File: src/hw/crf_defines.vh
// Constants for the CPU register file and condition-code block.
`ifndef CRF_DEFINES_VH
`define CRF_DEFINES_VH

// Condition-code bit positions.
`define CRF_CC_MASK 7
`define CRF_CC_USER 6
`define CRF_CC_HALF 5
`define CRF_CC_NEG 3
`define CRF_CC_ZERO 2
`define CRF_CC_OVF 1
`define CRF_CC_CARRY 0

// Condition-code reset value: mask bit set, all other bits clear.
`define CRF_CC_RESET 8'h80

// Access widths on the register port.
`define CRF_W_BYTE 2'h0
`define CRF_W_WORD 2'h1
`define CRF_W_LONG 2'h2

// Condition-code operations of the control-register instructions.
`define CRF_CC_OP_NONE 3'h0
`define CRF_CC_OP_LOAD 3'h1
`define CRF_CC_OP_AND 3'h2
`define CRF_CC_OP_OR 3'h3
`define CRF_CC_OP_XOR 3'h4

// Execution state counts.
`define CRF_ST_ADDSUB 5'h02
`define CRF_ST_MUL8 5'h0e
`define CRF_ST_DIV16 5'h0e
`define CRF_ST_MUL16 5'h16
`define CRF_ST_DIV32 5'h16

// Operation classes for the state timer.
`define CRF_OP_ADDSUB 3'h0
`define CRF_OP_MUL8 3'h1
`define CRF_OP_MUL16 3'h2
`define CRF_OP_DIV16 3'h3
`define CRF_OP_DIV32 3'h4

// Address space and program counter width.
`define CRF_PC_W 24
`define CRF_ADDR_W 16
`define CRF_SP_INDEX 3'h7

`endif

File: src/hw/crf_state_timer.v
// Counts the execution states of a register-to-register operation.
`timescale 1ns/10ps
`default_nettype none
`include "crf_defines.vh"

module crf_state_timer (
    // Clock and reset.
    input wire core_clk,
    input wire rst_n,
    // Start request and operation class.
    input wire start,
    input wire [2:0] op_class,
    // Status.
    output reg busy,
    output reg done
);

    reg [4:0] count_reg;

    // Number of states for each operation class.
    function [4:0] states_of;
        input [2:0] cls;
        begin
            case (cls)
                `CRF_OP_MUL8: states_of = `CRF_ST_MUL8;
                `CRF_OP_MUL16: states_of = `CRF_ST_MUL16;
                `CRF_OP_DIV16: states_of = `CRF_ST_DIV16;
                `CRF_OP_DIV32: states_of = `CRF_ST_DIV32;
                default: states_of = `CRF_ST_ADDSUB;
            endcase
        end
    endfunction

    // Busy for exactly the state count; done pulses in the cycle after the last state.
    // A start while busy is ignored so a running count is never cut short.
    always @(posedge core_clk or negedge rst_n) begin
        if (!rst_n) begin
            count_reg <= 5'h00;
            busy <= 1'b0;
            done <= 1'b0;
        end else begin
            done <= 1'b0;
            if (!busy && start) begin
                count_reg <= states_of(op_class);
                busy <= 1'b1;
            end else if (busy) begin
                if (count_reg == 5'h01) begin
                    busy <= 1'b0;
                    done <= 1'b1;
                end
                count_reg <= count_reg - 5'h01;
            end
        end
    end

endmodule
`default_nettype wire

File: src/hw/crf_core.v
// CPU general registers, program counter and condition-code register.
//
// What this block does
// - Eight identical 32-bit general registers.
// - Upper and lower 16-bit halves separately accessible.
// - Lower half splits into high and low bytes.
// - Access width chosen per access, per register.
// - Register seven doubles as stack pointer.
// - 24-bit program counter holds next address.
// - Fetch address forces program counter bit zero.
// - Reset sequence loads vector into program counter.
// - Reset sequence sets mask, other flags untouched.
// - Mask blocks interrupts except non-maskable one.
// - Every exception sequence sets the mask bit.
// - Condition code load, store, AND, OR, XOR.
// - N, Z, V, C drive branch conditions.
// - Mask bit 7, user bit 6, half-carry 5.
// - Register add and subtract take two states.
// - Multiply and divide take 14 or 22 states.
// - Normal mode only, 64-Kbyte address space.
// - Sleep instruction enters power-down state.
// - Half-carry from bits 3, 11 or 27.
// - Zero, negative, overflow, carry flag placement.
`timescale 1ns/10ps
`default_nettype none
`include "crf_defines.vh"

module crf_core #(
    parameter NUM_GPR = 8
) (
    // Clock and reset.
    input wire core_clk,
    input wire rst_n,
    // General register read port A.
    input wire [3:0] rd_a_sel,
    input wire [1:0] rd_a_width,
    output reg [31:0] rd_a_data,
    // General register read port B.
    input wire [3:0] rd_b_sel,
    input wire [1:0] rd_b_width,
    output reg [31:0] rd_b_data,
    // General register write port.
    input wire wr_en,
    input wire [3:0] wr_sel,
    input wire [1:0] wr_width,
    input wire [31:0] wr_data,
    // Stack pointer adjust for calls, returns and exceptions.
    input wire sp_wr_en,
    input wire [31:0] sp_wr_data,
    output reg [31:0] stack_pointer,
    // Program counter control.
    input wire pc_load,
    input wire [23:0] pc_load_value,
    input wire pc_advance,
    output reg [23:0] pc_value,
    output reg [15:0] fetch_addr,
    // Exception sequencing.
    input wire reset_seq,
    input wire [23:0] reset_vector,
    input wire exc_start,
    // Interrupt gating.
    input wire irq_req,
    input wire nmi_req,
    output reg irq_accept,
    output reg nmi_accept,
    // Condition-code control-register instructions.
    input wire [2:0] cc_op,
    input wire [7:0] cc_operand,
    output reg [7:0] condition_code,
    // Flag update from the arithmetic unit.
    input wire alu_flags_en,
    input wire [1:0] alu_width,
    input wire [31:0] alu_result,
    input wire alu_half,
    input wire alu_ovf,
    input wire alu_carry,
    // Branch condition inputs.
    output reg [3:0] branch_flags,
    // Operation timing.
    input wire op_start,
    input wire [2:0] op_class,
    output reg op_busy,
    output reg op_done,
    // Power-down.
    input wire sleep_exec,
    input wire wake,
    output reg power_down
);

    // General register array.
    // No reset on the array: general registers start out undefined.
    reg [31:0] gpr32 [0:NUM_GPR-1];
    reg [23:0] pc_reg;
    reg [7:0] condition_code_reg;
    reg power_down_reg;
    wire timer_busy;
    wire timer_done;
    integer i;

    // Selector layout: bit 3 picks the half or byte, bits 2..0 the register.
    // For word access bit 3 set means the upper extended half.
    // For byte access bit 3 set means the low byte, clear the high byte.
    function [31:0] view_read;
        input [31:0] full;
        input [1:0] width;
        input sel_hi;
        begin
            case (width)
                `CRF_W_LONG: view_read = full;
                `CRF_W_WORD: view_read = sel_hi ?
                    {16'h0000, full[31:16]} :
                    {16'h0000, full[15:0]};
                `CRF_W_BYTE: view_read = sel_hi ?
                    {24'h000000, full[7:0]} :
                    {24'h000000, full[15:8]};
                default: view_read = full;
            endcase
        end
    endfunction

    // Merge a narrow write into the full register value.
    // Narrow data always arrives in the low bits of the write data.
    function [31:0] view_write;
        input [31:0] full;
        input [1:0] width;
        input sel_hi;
        input [31:0] data;
        begin
            case (width)
                `CRF_W_LONG: view_write = data;
                `CRF_W_WORD: view_write = sel_hi ?
                    {data[15:0], full[15:0]} :
                    {full[31:16], data[15:0]};
                `CRF_W_BYTE: view_write = sel_hi ?
                    {full[31:8], data[7:0]} :
                    {full[31:16], data[7:0], full[7:0]};
                default: view_write = full;
            endcase
        end
    endfunction

    // Significant-bit mask for flag evaluation at a given width.
    // Zero is judged only on the bits of the operation width, since the
    // arithmetic unit may leave junk above them.
    function [31:0] width_mask;
        input [1:0] width;
        begin
            case (width)
                `CRF_W_BYTE: width_mask = 32'h000000ff;
                `CRF_W_WORD: width_mask = 32'h0000ffff;
                default: width_mask = 32'hffffffff;
            endcase
        end
    endfunction

    // Sign bit of a result at the given width.
    // The negative flag follows the top bit of the active width.
    function sign_of;
        input [31:0] value;
        input [1:0] width;
        begin
            case (width)
                `CRF_W_BYTE: sign_of = value[7];
                `CRF_W_WORD: sign_of = value[15];
                default: sign_of = value[31];
            endcase
        end
    endfunction

    // Registers are written with whichever width the instruction uses;
    // each register is independent, so mixed views never interfere.
    // Register contents have no defined reset value, as in the CPU.
    // When an instruction writes register seven in the same cycle as a
    // stack adjust, the instruction wins and the adjust is dropped, so
    // the decoder must not issue both at once.
    always @(posedge core_clk) begin
        for (i = 0; i < NUM_GPR; i = i + 1) begin
            if (wr_en && wr_sel[2:0] == i[2:0]) begin
                gpr32[i] <= view_write(gpr32[i], wr_width, wr_sel[3],
                    wr_data);
            end else if (sp_wr_en && i[2:0] == `CRF_SP_INDEX) begin
                gpr32[i] <= sp_wr_data;
            end
        end
    end

    // Registered read ports and stack pointer view.
    // Reads see the value before any write of the same cycle, so a write
    // shows on the read data two edges later. The extra cycle buys outputs
    // that come straight from flops.
    always @(posedge core_clk or negedge rst_n) begin
        if (!rst_n) begin
            rd_a_data <= 32'h00000000;
            rd_b_data <= 32'h00000000;
            stack_pointer <= 32'h00000000;
        end else begin
            rd_a_data <= view_read(gpr32[rd_a_sel[2:0]], rd_a_width,
                rd_a_sel[3]);
            rd_b_data <= view_read(gpr32[rd_b_sel[2:0]], rd_b_width,
                rd_b_sel[3]);
            stack_pointer <= gpr32[`CRF_SP_INDEX];
        end
    end

    // Program counter: the reset vector wins over any other load.
    // The counter steps by a whole instruction word, so bit zero only
    // changes through a load or the reset vector.
    always @(posedge core_clk or negedge rst_n) begin
        if (!rst_n) begin
            pc_reg <= 24'h000000;
        end else if (reset_seq) begin
            pc_reg <= reset_vector;
        end else if (pc_load) begin
            pc_reg <= pc_load_value;
        end else if (pc_advance) begin
            pc_reg <= pc_reg + 24'h000002;
        end
    end

    // Program counter outputs. Only the low 16 bits address memory since
    // the device runs in normal mode; bit zero is forced low on fetch.
    // The upper counter bits are still kept for the full 24-bit view.
    always @(posedge core_clk or negedge rst_n) begin
        if (!rst_n) begin
            pc_value <= 24'h000000;
            fetch_addr <= 16'h0000;
        end else begin
            pc_value <= pc_reg;
            fetch_addr <= {pc_reg[15:1], 1'b0};
        end
    end

    // Condition code. Reset and exception entry set the mask and leave the
    // other bits alone; the async reset gives a defined value so the mask
    // is high even before the reset sequence runs.
    // Control-register instructions outrank arithmetic so that a flag
    // update in the same cycle cannot undo an explicit load.
    always @(posedge core_clk or negedge rst_n) begin
        if (!rst_n) begin
            condition_code_reg <= `CRF_CC_RESET;
        end else if (reset_seq || exc_start) begin
            condition_code_reg[`CRF_CC_MASK] <= 1'b1;
        end else if (cc_op != `CRF_CC_OP_NONE) begin
            case (cc_op)
                `CRF_CC_OP_LOAD: condition_code_reg <= cc_operand;
                `CRF_CC_OP_AND: condition_code_reg <=
                    condition_code_reg & cc_operand;
                `CRF_CC_OP_OR: condition_code_reg <=
                    condition_code_reg | cc_operand;
                `CRF_CC_OP_XOR: condition_code_reg <=
                    condition_code_reg ^ cc_operand;
                default: condition_code_reg <= condition_code_reg;
            endcase
        end else if (alu_flags_en) begin
            // The user bit and mask are never touched by arithmetic.
            condition_code_reg[`CRF_CC_HALF] <= alu_half;
            condition_code_reg[`CRF_CC_NEG] <=
                sign_of(alu_result, alu_width);
            condition_code_reg[`CRF_CC_ZERO] <=
                (alu_result & width_mask(alu_width)) == 32'h00000000;
            condition_code_reg[`CRF_CC_OVF] <= alu_ovf;
            condition_code_reg[`CRF_CC_CARRY] <= alu_carry;
        end
    end

    // Condition-code and branch flag outputs.
    always @(posedge core_clk or negedge rst_n) begin
        if (!rst_n) begin
            condition_code <= `CRF_CC_RESET;
            branch_flags <= 4'h0;
        end else begin
            condition_code <= condition_code_reg;
            branch_flags <= {condition_code_reg[`CRF_CC_NEG],
                condition_code_reg[`CRF_CC_ZERO],
                condition_code_reg[`CRF_CC_OVF],
                condition_code_reg[`CRF_CC_CARRY]};
        end
    end

    // Interrupt gating: a set mask blocks ordinary requests but never the
    // non-maskable one.
    // The ordinary request is dropped in a cycle with a non-maskable one
    // so that only one acceptance is raised at a time.
    always @(posedge core_clk or negedge rst_n) begin
        if (!rst_n) begin
            irq_accept <= 1'b0;
            nmi_accept <= 1'b0;
        end else begin
            irq_accept <= irq_req && !condition_code_reg[`CRF_CC_MASK] &&
                !nmi_req;
            nmi_accept <= nmi_req;
        end
    end

    // Sleep puts the core into power-down until a wake event.
    // Wake outranks sleep, so a wake that arrives together with the sleep
    // instruction leaves the core running.
    always @(posedge core_clk or negedge rst_n) begin
        if (!rst_n) begin
            power_down_reg <= 1'b0;
        end else if (wake) begin
            power_down_reg <= 1'b0;
        end else if (sleep_exec) begin
            power_down_reg <= 1'b1;
        end
    end

    // Power-down output.
    always @(posedge core_clk or negedge rst_n) begin
        if (!rst_n) begin
            power_down <= 1'b0;
        end else begin
            power_down <= power_down_reg;
        end
    end

    // Operation state timer; outputs re-registered to keep them on flops.
    // A start while the timer runs is ignored, so the decoder must wait
    // for done before it issues the next timed operation.
    crf_state_timer u_timer (
        .core_clk(core_clk),
        .rst_n(rst_n),
        .start(op_start),
        .op_class(op_class),
        .busy(timer_busy),
        .done(timer_done)
    );

    // Timer status outputs, one cycle behind the timer itself.
    // Busy therefore first shows at the second edge after the start, and
    // done follows the last busy cycle.
    always @(posedge core_clk or negedge rst_n) begin
        if (!rst_n) begin
            op_busy <= 1'b0;
            op_done <= 1'b0;
        end else begin
            op_busy <= timer_busy;
            op_done <= timer_done;
        end
    end

endmodule
`default_nettype wire

File: config.mk
export PLATFORM = sky130hd
export DESIGN_NAME = crf_core
export DESIGN_NICKNAME = d
export VERILOG_FILES = /design/src/hw/crf_state_timer.v /design/src/hw/crf_core.v
export VERILOG_INCLUDE_DIRS = /design/src /design/src/hw
export SDC_FILE = /design/constraint.sdc
export NUM_CORES = 1
export LEC_CHECK = 0
export BUFFER_PORTS_ARGS = -buffer_cell sky130_fd_sc_hd__buf_4
export CAP_MARGIN = 25
export CORE_ASPECT_RATIO = 1.1
export CORE_MARGIN = 5
export CORE_UTILIZATION = 47
export CTS_CLUSTER_DIAMETER = 120
export DETAILED_ROUTE_END_ITERATION = 10
export HOLD_SLACK_MARGIN = 0.06
export PLACE_DENSITY = 0.7
export SYNTH_ARGS = -nofsm -noshare
export SYNTH_HDL_FRONTEND = slang
export SYNTH_SLANG_ARGS = --single-unit
export TNS_END_PERCENT = 10
File: constraint.sdc
create_clock -name core_clk -period 1.5 [get_ports core_clk]
set_input_delay 0 -clock core_clk [delete_from_list [all_inputs] [get_ports core_clk]]
set_output_delay 0 -clock core_clk [all_outputs]
set_load 0.1 [all_outputs]
Word-level counts from Yosys, hierarchy flattened
Memories as Yosys holds them, arrays and structs flattened. A register that Yosys moved wholly into a read port is not among the register bits.
Cells that the tools add are included.
Cells by class
  add/sub/neg operators: 2
  equal/unequal tests: 94
  mux-type cells: 104
  bitwise gates (word level): 8
  reductions and logical operators: 65
Operator list (number)
  $mux 32: 25
  $pmux 32 s3: 8
  $pmux 32 s2: 3
  $reduce_or 32->1: 6
  $mux 16: 11
  $ne 3x3->1 const B: 40
  $ne 4x4->1 const B: 24
  $reduce_and 4->1: 24
  $mux 24: 3
  $mux 3: 12
  $and 32x32->32: 1
  $logic_not 32->1: 1
  $mux 8: 4
  $pmux 8 s4: 1
  $mux 1: 30
  $add 24x2->24 const B: 1
  $eq 3x2->1 const B: 6
  $eq 3x3->1 const B: 6
  $ne 2x2->1 const B: 8
  $logic_and 1x1->1: 11
  $mux 5: 2
  $pmux 5 s2: 1
  $eq 3x1->1 const B: 3
  $and 8x8->8: 1
  23 further kinds: 41
Word-level totals
  register bits after elaboration: 160
  bits in writable memories: 256
  output and inout bits: 153
  logic and storage cells: 293
  memories kept: 1
Memories
  gpr32: words 8, width 32, rd ports 3, clocked after Yosys merged registers in 1, write ports 2, line crf_core.v:92  | reg [31:0] gpr32 [0:NUM_GPR-1];

Depth between registers and ports, before layout
Gate-level depths: netlist (run 1).
  depth in word-level cells: 12
  depth in mapped cells: 8

Modules after synthesis
A second synthesis (run 1) with hierarchy kept.
Unflattened totals
  cell total of the unflattened synthesis: 1320
  area, all modules: 19991.7 um^2
By module, submodules not included
  crf_core: times used 1, cells each 1281, area each 19615.1 um^2, seq. area each 11843.9 um^2
  crf_state_timer: times used 1, cells each 39, area each 376.6 um^2, seq. area each 175.2 um^2

Worst setup path before layout (run 1)
OpenSTA, ideal clock, no wires.
  path type: input-to-reg
  start point: input port wr_width[0]
  end point: memory gpr32[4][16], enable pin
  data arrival time: 2265 ps
  data required time: 1068 ps
  path slack: -1196 ps
  cell stages on the path: 6
  cell sequence: inv_1 ha_1 clkbuf_1 inv_1 o211ai_1 nor4_1
RTL lines
  from (decl): line crf_core.v:45  | input wire [1:0] wr_width,
  to (decl): line crf_core.v:92

Worst setup path after layout (run 1)
  start point: register pc_reg[1]
  end point: register pc_reg[10]
Between the ends
  cells in the longest elaborated chain, start to end: 4
RTL lines
  from (decl): line crf_core.v:93  | reg [23:0] pc_reg;
  from (signal assigned): line crf_core.v:212  | pc_reg <= reset_vector;
  from (signal assigned): line crf_core.v:214  | pc_reg <= pc_load_value;
  from (signal assigned): line crf_core.v:216  | pc_reg <= pc_reg + 24'h000002;
  $add 24x2->24: line crf_core.v:216
  $mux 24: line crf_core.v:215  | end else if (pc_advance) begin
  $mux 24: line crf_core.v:213  | end else if (pc_load) begin
  $mux 24: line crf_core.v:211  | end else if (reset_seq) begin
Every way passes these cells. The select of a mux whose other input is x is not followed.
A chain may end at the register's enable or synchronous reset.

==> results.tsv, run 1 <==
metric	value	unit
Port Buf Inserts	346	
Synth top cells by count	edfxtp_1 (256), dfrtp_1 (171), mux4_2 (122)	
M1 WL	24.89	mm
top cells by area, synth	edfxtp_1 (39%), dfrtp_1 (21%), mux4_2 (14%)	
DIE AREA	0.04657	sq mm
Arr. time, crit path	2.17	ns
RSZ-0062 raised after global routing	true	
met3 WL	6.130	mm
library cells used by synthesis	58	
layout cell share with drive strength beyond 1	0.4579	
Post-CTS Hold Fix Bufs	186	
worst r2r src	pc_reg[1]$_DFFE_PN0P_	
worst min-delay path category	primary input to flop	
count of standard-cell rows	79	
Tcrit/Tclk final	1.131	
count leader, synth	edfxtp_1	
DR vias/cell	5.897	
Inserted Clock Buffers	45	
initial core utilization	0.4727	
clk sinks	429	
initial antenna violation count	2	
post-synth top area cell	edfxtp_1	
Worst Setup EP	pc_reg[10]$_DFFE_PN0P_	
sequential fraction of the synthesis area	0.6038	
total power	35830	uW
gr usage total	0.2863	
r2r setup slk	-0.20	ns
compound-gate portion of the synthesized area	0.07499	
Post-Synth XOR/XNOR Area	0.009680	
Mapped Nets	1512	
critical path class	flop to flop	
post-placement cell count	2321	
Slew Viols, Final	0	
WL/cell	26.63	um
vias in the first global route	16030	
area of the multi-input gates	0.007795	sq mm
Leakage	0.01148	uW
H-tree depth	2	
fin nets	2213	
final number of setup-violating endpoints	53	
number of DRC markers in iteration 0	1430	
final std cells w/o fill	2602	
die height	225.8	um
mux cell area share after synthesis	0.2049	
Top reg by flops	gpr32	
clk buf depth	3	
highest routed layer	met4	
CP required	1.97	ns
Ports	348	
Fillers	2782	
gpl congestion	0.9124	
CTS Root Cell	clkbuf_16	
FF/Latch Area	0.01202	sq mm
number of synthesized flops with an enable pin	256	
first-pass GRT wire length	99.15	mm
outcome	finished with violations	
peak supply drop	1036	uV
pin count of the biggest net entering global routing	60	
Crit Path Max Fanout	4	
Cells after Synth	1296	
met2 wire len	34.08	mm
Hold Slack	-0.2901	ns
wirelength, routed	69.30	mm
RR Endpoint	pc_reg[10]$_DFFE_PN0P_	
yosys warns	0	
Synth Flop Type	edfxtp_1	
Worst setup SP type	flop	
GRT Residual Overflow	0	
#FFs+latches synth	429	
simple-gate portion of the synthesized area	0.05865	
Layout Skew	0.02610	ns
asr flop ratio synth	0.4033	
worst rel slew slack	0.3979	
TritonCTS clock tree	built	
DRT antenna net count	0	
f_max	589.6	MHz
main combinational cell family by area after synthesis	multiplexers	
post-synthesis cell area	0.01991	sq mm
Die X	206.2	um
Area after DPL	0.02468	sq mm
core footprint	0.04211	sq mm
Critical Path Source	pc_reg[1]$_DFFE_PN0P_	
Post-DP HPWL	46.72	mm
Yosys top cell area share	0.3862	
DRC Markers	0	
Area Overhead vs Synth	44.45	%
worst skew pair latency	0.58	ns
failing checks	negative hold slack, negative setup slack	
Synth Area in Adders	0.01320	
average size of a mapped cell	15.36	sq um
Final Instance Area	0.02875	sq mm
crit end category	flop	
Max-Cap Viols	0	
Worst-Margin Slew	0.8998	ns
Worst R2R Path Depth	6	
Cell Pwr Density	1246	mW/mm^2
clk slew on worst S/H paths	0.07	ns
DR vias	15340	
final worst setup slack	-0.1962	ns
TritonRoute pass-1 iters	5	
Final Util	0.6828	
Hold Fails Final Rpt	8	
crit path time final	1.696	ns
max reg flops	256	
[cell families (layout without fill, tap and decap cells)]
group / count (synthesis) / in the layout
buf+inv: 133 / 870
xor+xnor: 22 / 22
mux: 237 / 237
flops: 429 / 429
compound gates: 228 / 228
simple gates: 225 / 225
other cells: 1 / 3
fa+ha+maj: 21 / 21
[stage by stage]
step	TNS [ns]	hold WS, ns	setup slack [ns]
floorplan	-49.20	-0.2956	-0.3525
CTS	-2.658	-0.3255	-0.1852
detailed placement	-48.26	-0.1681	-0.3490
finish	-3.309	-0.2901	-0.1962
global route	-6.180	-0.2979	-0.2238
global placement	-38.68	-0.1677	-0.3824
[what timing repair did]
item / 4_1_cts / 5_1_grt
endpoints found under the hold margin: 491 / 8
setup endpoints to repair: 63 / 80
setup buffers: 3 / 7
pin swaps: 3 / 13
gates resized for setup: 91 / 86
[layer usage]
metal / up-vias / track usage
li1: 6474 / -
met1: 7728 / 0.3514
met2: 939 / 0.4867
met3: 203 / 0.05501
met4: 0 / 0.1426
met5: - / 0
[layout make-up]
cell class / count / area share
flip-flops and latches: 429 / 0.4180
multi-input cells: 734 / 0.2711
repair buffers: 752 / 0.2248
clock buffers: 60 / 0.04360
well taps: 567 / 0.02467
clock inverters: 23 / 0.01223
inverters: 35 / 0.005352
diodes: 2 / 0.0001741
[cells in the final DEF, fill, tap and decap left out, types with 7 or more instances in the layout]
cell,instances
a21oi_1,42
a22o_1,25
and2_1,13
and2_4,16
and3_1,7
buf_12,26
buf_4,533
buf_6,7
bufinv_16,8
clkbuf_1,9
clkbuf_16,46
dfrtp_1,171
dlygate4sd3_1,185
edfxtp_1,256
ha_1,17
inv_1,27
mux2_2,34
mux2_4,32
mux2i_1,35
mux4_2,126
nand2_1,40
nand2b_1,8
nand3_1,14
nand4_1,10
nor2_1,47
nor2_2,7
nor2b_1,22
nor3_1,9
o21ai_0,28
o21ai_1,23
o21ai_2,24
o221ai_1,7
o2bb2ai_1,14
o31ai_1,15
xnor2_1,7
xor2_1,15
[critical path, stage by stage (launching register included)]
cell     delay (ns)
dfrtp_1        0.40
buf_4          0.14
nand4_1        0.25
nor4_2         0.36
xor2_1         0.17
mux2i_1        0.08
o21ai_1        0.19
[worst min-delay path by stage]
stage / start / to / slack [ns] / depth (start not counted)
2_1_floorplan: rst_n / branch_flags[0]$_DFF_PN0_ / -0.30 / 0
3_3_place_gp: rst_n / op_done$_DFF_PN0_ / -0.17 / 1
3_5_place_dp: rst_n / op_done$_DFF_PN0_ / -0.17 / 1
4_1_cts: rd_a_width[0] / rd_a_data[6]$_DFF_PN0_ / -0.33 / 2
5_1_grt: rd_a_width[0] / rd_a_data[5]$_DFF_PN0_ / -0.30 / 2
6_report: rd_a_width[0] / rd_a_data[3]$_DFF_PN0_ / -0.29 / 2
[power breakdown]
group          switching [uW]  leakage, uW  internal (uW)  total (uW)
Combinational            6400      0.00645           3210        9610
Clock                    4770     0.000777           7310       12100
Sequential                645      0.00425          13500       14100
Total                   11800       0.0115          24000       35800
No activity file was read; power rests on OpenSTA's default activity.
==> run 2, diff against run 1 <==
--- a/config.mk
+++ b/config.mk
@@ -7,8 +7,8 @@
 export NUM_CORES = 1
 export LEC_CHECK = 0
 export BUFFER_PORTS_ARGS = -buffer_cell sky130_fd_sc_hd__buf_4
-export CAP_MARGIN = 25
-export CORE_ASPECT_RATIO = 1.1
+export CAP_MARGIN = 0
+export CORE_ASPECT_RATIO = 1.5
 export CORE_MARGIN = 5
 export CORE_UTILIZATION = 47
 export CTS_CLUSTER_DIAMETER = 120
==> run 2 against run 1 <==
  * Core utilization rose by 0.59 points
  * Global-route usage grew 0.75 points
  * The flow finishes with violations (negative setup slack)
  * Combinational power grew 1%
  * Count of clock-buffer cells in the layout decreased by 4
  * Clock power decreased by 12%
  * Sequential share of layout area fell by 0.26 points
  * Via count fell by 0.36%
==> results.tsv, run 2 (synthesis gave the netlist of run 1 again) <==
metric	value	unit	change
Cell Pwr Density	1190	mW/mm^2	-4.5%
failing checks	negative setup slack		
Layout Skew	0.02232	ns	-0.003778 ns
WHS Endpoint	condition_code_reg[2]$_DFFE_PN0P_		
critical path class	flop to flop		
Arr. time, crit path	2.10	ns	-0.07 ns
DR vias/cell	5.833		-1.1%
peak supply drop	844.5	uV	-18%
Worst-Margin Slew	0.9787	ns	+0.07890 ns
most common cell after layout, fill and taps aside	buf_4		
Reg power frac	0.410		+0.015
WL/cell	26.68	um	+0.20%
worst min-delay path category	primary input to flop		
Slew Viols, Final	0		unchanged
Tcrit/Tclk final	1.103		-0.02751
crit path time final	1.655	ns	-0.04126 ns
Max-Cap Viols	0		unchanged
vias in the first global route	16440		+2.6%
initial antenna violation count	1		-1
clk sinks	429		unchanged
Worst R2R Path Depth	6		unchanged
RSZ-0062 raised after global routing	true		
TritonRoute pass-1 iters	5		unchanged
Leakage	0.01155	uW	+0.65%
Crit Path Max Fanout	4		unchanged
count of standard-cell rows	92		+16%
switching share of power	0.3348		+0.005068
worst rel slew slack	0.3451		-0.05280
worst skew pair latency	0.55	ns	-0.03 ns
DR vias	15290		-0.36%
switching power of the nets	11530	uW	-2.4%
setup TNS	-3.337	ns	-0.02827 ns
Post-DP HPWL	48.46	mm	+3.7%
Inserted Clock Buffers	42		-6.7%
wirelength, routed	69.94	mm	+0.93%
fin nets	2239		+1.2%
Final Util	0.6887		+0.005883
gpl congestion	0.9174		+0.55%
P_int	22920	uW	-4.6%
worst r2r src	pc_reg[11]$_DFFE_PN0P_		
Die X	178.0	um	-14%
WHS Path Cells	6		+4
TritonCTS clock tree	built		
Area Overhead vs Synth	45.37	%	
Combinational Power Share	0.283		+0.015
first-pass GRT wire length	101.0	mm	+1.9%
Hold Fails Final Rpt	0		-8
number of DRC markers in iteration 0	1498		+4.8%
Worst setup SP type	flop		
hold_sp	alu_result[8]		
clock share of power	0.308		-0.029
final worst setup slack	-0.1549	ns	+0.04126 ns
r2r setup slk	-0.15	ns	+0.04 ns
CTS Root Cell	clkbuf_16		
pin count of the biggest net entering global routing	50		-17%
die height	262.0	um	+16%
clk buf depth	3		unchanged
Fillers	2711		-2.6%
most frequent cells in the layout	buf_4 (539), edfxtp_1 (256), dlygate4sd3_1 (194), dfrtp_1 (169), mux4_2 (126)		
initial core utilization	0.4738		+0.001042
CP required	1.94	ns	-0.03 ns
Top reg by flops	gpr32		
outcome	finished with violations		
DRC Markers	0		unchanged
DIE AREA	0.04665	sq mm	+0.17%
final number of setup-violating endpoints	52		-1.9%
f_max	604.3	MHz	+2.5%
Port Buf Inserts	346		unchanged
DRT antenna net count	0		unchanged
core footprint	0.04202	sq mm	-0.22%
RR Endpoint	pc_reg[21]$_DFFE_PN0P_		
H-tree depth	2		unchanged
max reg flops	256		unchanged
layout cell share with drive strength beyond 1	0.4591		+0.001200
Ports	348		unchanged
GRT Residual Overflow	0		unchanged
gr usage total	0.2938		+0.007542
clk slew on worst S/H paths	0.07	ns	about the same
crit end category	flop		
==> run 2: power by group through the flow <==
stage               registers (uW)  logic [uW]  clock network, uW
detailed placement           14300        8750                  0
CTS                          14100        9440              10700
floorplan                    17200        2820                  0
global route                 14200       10100              11200
global placement             14300        8650                  0
finish                       14100        9730              10600
==> run 2: how the worst max path moves through the flow <==
stage                                 from                      to  slack, ns  depth (start not counted)
global route         pc_reg[5]$_DFFE_PN0P_  pc_reg[21]$_DFFE_PN0P_      -0.20                          7
global placement               wr_width[0]  gpr32[7][31]$_DFFE_PP_      -1.13                          6
CTS                  pc_reg[1]$_DFFE_PN0P_  pc_reg[10]$_DFFE_PN0P_      -0.18                          7
finish              pc_reg[11]$_DFFE_PN0P_  pc_reg[21]$_DFFE_PN0P_      -0.15                          6
floorplan                      wr_width[1]   gpr32[0][0]$_DFFE_PP_      -0.35                          8
detailed placement             wr_width[0]  gpr32[6][13]$_DFFE_PP_      -0.47                          5
==> run 2: layer usage <==
| layer | vias up | part of all wire | global-route usage |
|---|---|---|---|
| met2 | 889 | 0.52 | 0.5292 |
| li1 | 6527 | - | - |
| met1 | 7660 | 0.32 | 0.3223 |
| met5 | - | 0 | 0 |
| met3 | 213 | 0.087 | 0.05627 |
| met4 | 0 | 0.068 | 0.1671 |
==> run 2: critical path: stages (launching register included) <==
cell and delay [ns]:
dfrtp_1 0.40, nand4_4 0.19, nor3_4 0.29, buf_4 0.16, nand4_1 0.10, xor2_1 0.18, o31ai_1 0.23
==> run 2: repair_timing <==
item / 4_1_cts / 5_1_grt
setup endpoints to repair: 65 / 135
endpoints found under the hold margin: 508 / 4
pin swaps: 9 / 20
hold buffers: 198 / 3
setup buffers: 5 / 9
gates resized for setup: 120 / 89
==> run 2: final cells by class <==
cell class	count	area [sq um]	share of cell area
antenna	1	2.502	0.00008648
multi-input combinational	734	7906	0.2732
clock inverter	21	202.7	0.007005
tap	564	705.7	0.02439
clock buffer	56	1155	0.03991
timing repair buffer	781	6789	0.2346
inverter	35	153.9	0.005318
sequential	429	12020	0.4154
==> run 2: stage by stage <==
step	hold slack, ns	setup slack, ns	cell area (sq um)	total power, uW	cells
5_1_grt	0.08232	-0.1996	28940	35500	2621
6_report	0.06250	-0.1549	28940	34450	2621
3_5_place_dp	-0.05974	-0.4658	24810	23080	2332
3_3_place_gp	-0.06325	-1.126	24790	22940	2331
2_1_floorplan	-0.2956	-0.3525	20030	19990	1296
4_1_cts	-0.2371	-0.1817	28540	34260	2611
==> run 3, diff against run 2 <==
==> constraint.sdc (replaced) <==
create_clock -name core_clk -period 1.4 [get_ports core_clk]
set_input_delay 0 -clock core_clk [delete_from_list [all_inputs] [get_ports core_clk]]
set_output_delay 0 -clock core_clk [all_outputs]
set_load 0.1 [all_outputs]
==> run 3 against run 2 <==
  * The flow still finishes with violations (negative setup slack)
  * Core utilization is 0.58 points higher
  * Sequential power is 7% higher
  * Design area is 0.84% higher
  * First-iteration DRC count is 11% lower
  * Critical path type unchanged
  * Largest cell class unchanged
==> results.tsv, run 3 (synthesis gave the netlist of run 1 again) <==
metric	value	unit	change
initial core utilization	0.4738		unchanged
hold_sp	wr_sel[0]		
die height	262.0	um	unchanged
DRT antenna net count	0		unchanged
final number of setup-violating endpoints	77		+48%
DRC Markers	0		unchanged
area of the multi-input gates	0.007960	sq mm	+0.68%
clk slew on worst S/H paths	0.06	ns	about the same
gpl congestion	0.9295		+1.3%
Tcrit/Tclk final	1.214		+0.1107
Slew Viols, Final	0		unchanged
worst skew pair latency	0.56	ns	about the same
DR vias/cell	5.826		-0.13%
gr usage total	0.2925		-0.001347
Leakage	0.01162	uW	+0.57%
Placement Setup Slack	-0.6238	ns	-0.1580 ns
Post-DP HPWL	49.01	mm	+1.1%
Inserted Clock Buffers	42		unchanged
Max-Cap Viols	0		unchanged
Top reg by flops	gpr32		
r2r setup slk	-0.30	ns	-0.14 ns
Area Overhead vs Synth	46.59	%	
f_max	588.4	MHz	-2.6%
failing checks	negative setup slack		
number of DRC markers in iteration 0	1338		-11%
TritonCTS clock tree	built		
Hold Slack	0.06675	ns	+0.004250 ns
Worst setup SP type	flop		
clk sinks	429		unchanged
count of standard-cell rows	92		unchanged
Die X	178.0	um	unchanged
post-placement cell count	2353		+0.90%
Area after DPL	0.02499	sq mm	+0.74%
critical path class	flop to flop		
final std cells w/o fill	2653		+1.2%
most frequent cells in the layout	buf_4 (576), edfxtp_1 (256), dlygate4sd3_1 (198), dfrtp_1 (170), mux4_2 (127)		
vias in the first global route	16260		-1.1%
GRT Residual Overflow	0		unchanged
Cell Pwr Density	1250	mW/mm^2	+5.0%
Hold Fails Final Rpt	0		unchanged
clk buf depth	3		unchanged
Port Buf Inserts	346		unchanged
H-tree depth	2		unchanged
most common cell after layout, fill and taps aside	buf_4		
outcome	finished with violations		
DR vias	15460		+1.1%
wirelength, routed	69.27	mm	-0.96%
TritonRoute pass-1 iters	5		unchanged
WHS Path Cells	3		-3
fin nets	2271		+1.4%
Worst R2R Path Depth	7		+1
RSZ-0062 raised after global routing	true		
max reg flops	256		unchanged
first-pass GRT wire length	100.8	mm	-0.24%
Critical Path Source	pc_reg[6]$_DFFE_PN0P_		
initial antenna violation count	1		unchanged
Worst-Margin Slew	1.032	ns	+0.05357 ns
layout cell share with drive strength beyond 1	0.4828		+0.02361
Arr. time, crit path	2.11	ns	about the same
core footprint	0.04202	sq mm	unchanged
Layout Skew	0.01859	ns	-0.003732 ns
worst min-delay path category	primary input to flop		
Crit Path Max Fanout	6		+2
Ports	348		unchanged
crit end category	flop		
WHS Endpoint	gpr32[3][8]$_DFFE_PP_		
FF/Latch Area	0.01202	sq mm	about the same
worst r2r src	pc_reg[6]$_DFFE_PN0P_		
Fillers	2679		-1.2%
Final Instance Area	0.02918	sq mm	+0.84%
worst rel slew slack	0.3093		-0.03585
RR Endpoint	pc_reg[20]$_DFFE_PN0P_		
pin count of the biggest net entering global routing	51		+2.0%
final worst setup slack	-0.2995	ns	-0.1446 ns
CP required	1.81	ns	-0.13 ns
crit path time final	1.700	ns	+0.04462 ns
WL/cell	26.11	um	-2.2%
DIE AREA	0.04665	sq mm	unchanged
peak supply drop	1310	uV	+55%
CTS Root Cell	clkbuf_16		
-- run 3: changes by cell type in the layout (fill, tap and decap cells not counted), moves of 6 or more --
cell	previous run	this run
nor2_1	44	38
clkbuf_1	10	4
buf_6	13	5
clkinvlp_4	0	7
nor2_2	9	15
mux2i_1	29	21
mux2i_4	5	11
clkinv_1	13	4
buf_4	539	576
clkinv_2	5	11
-- run 3: critical path: stages (launching register included) --
cell and delay, ns:
dfrtp_1 0.40, nand3_2 0.08, buf_6 0.15, nor3_4 0.21, buf_12 0.14, nand3_4 0.07
xor2_2 0.15, a222oi_1 0.36
-- run 3: per-layer routing --
| metal | vias up | global-route usage | part of all wire |
|---|---|---|---|
| li1 | 6587 | - | - |
| met1 | 7707 | 0.3217 | 0.32 |
| met2 | 943 | 0.5289 | 0.52 |
| met3 | 219 | 0.04965 | 0.082 |
| met4 | 0 | 0.1696 | 0.072 |
| met5 | - | 0 | 0 |
-- run 3: worst max-delay path by stage --
stage,end,slack [ns],depth (start not counted)
after floorplan,gpr32[0][0]$_DFFE_PP_,-0.45,8
after global placement,gpr32[7][25]$_DFFE_PP_,-1.24,6
after detailed placement,gpr32[6][12]$_DFFE_PP_,-0.62,5
after CTS,rd_b_data[4]$_DFF_PN0_,-0.25,5
after global routing,pc_reg[20]$_DFFE_PN0P_,-0.37,7
final,pc_reg[20]$_DFFE_PN0P_,-0.30,7
-- run 3: layout make-up --
type / instances / area share
tap: 564 / 0.02418
antenna: 1 / 0.00008576
clock buffer: 51 / 0.03928
inverter: 35 / 0.005274
multi-input combinational: 734 / 0.2728
timing repair buffer: 813 / 0.2405
sequential: 429 / 0.4119
clock inverter: 26 / 0.005960
-- run 3: metrics by stage --
step / utilization / total power, uW / setup TNS (ns)
after floorplan: - / 21420 / -74.11
after global placement: 0.5941 / 24660 / -260.51
after detailed placement: 0.5948 / 24830 / -154.55
after CTS: 0.6845 / 36410 / -9.323
after global routing: 0.6944 / 37670 / -14.21
final: 0.6945 / 36470 / -10.47
-- run 3: power by group --
| group | leakage, uW | internal (uW) | switching, uW | total [uW] |
|---|---|---|---|---|
| clock | 0.000638 | 5910 | 4900 | 10800 |
| sequential | 0.00425 | 14500 | 643 | 15100 |
| combinational | 0.00673 | 3650 | 6910 | 10600 |
-- run 3: what timing repair did --
action	CTS	global route
pin swaps	18	16
cloned	0	0
endpoints found under the setup margin	88	140
resized for setup	145	75
buffers inserted	7	16
hold endpoints to repair	528	6
hold buffers	199	2
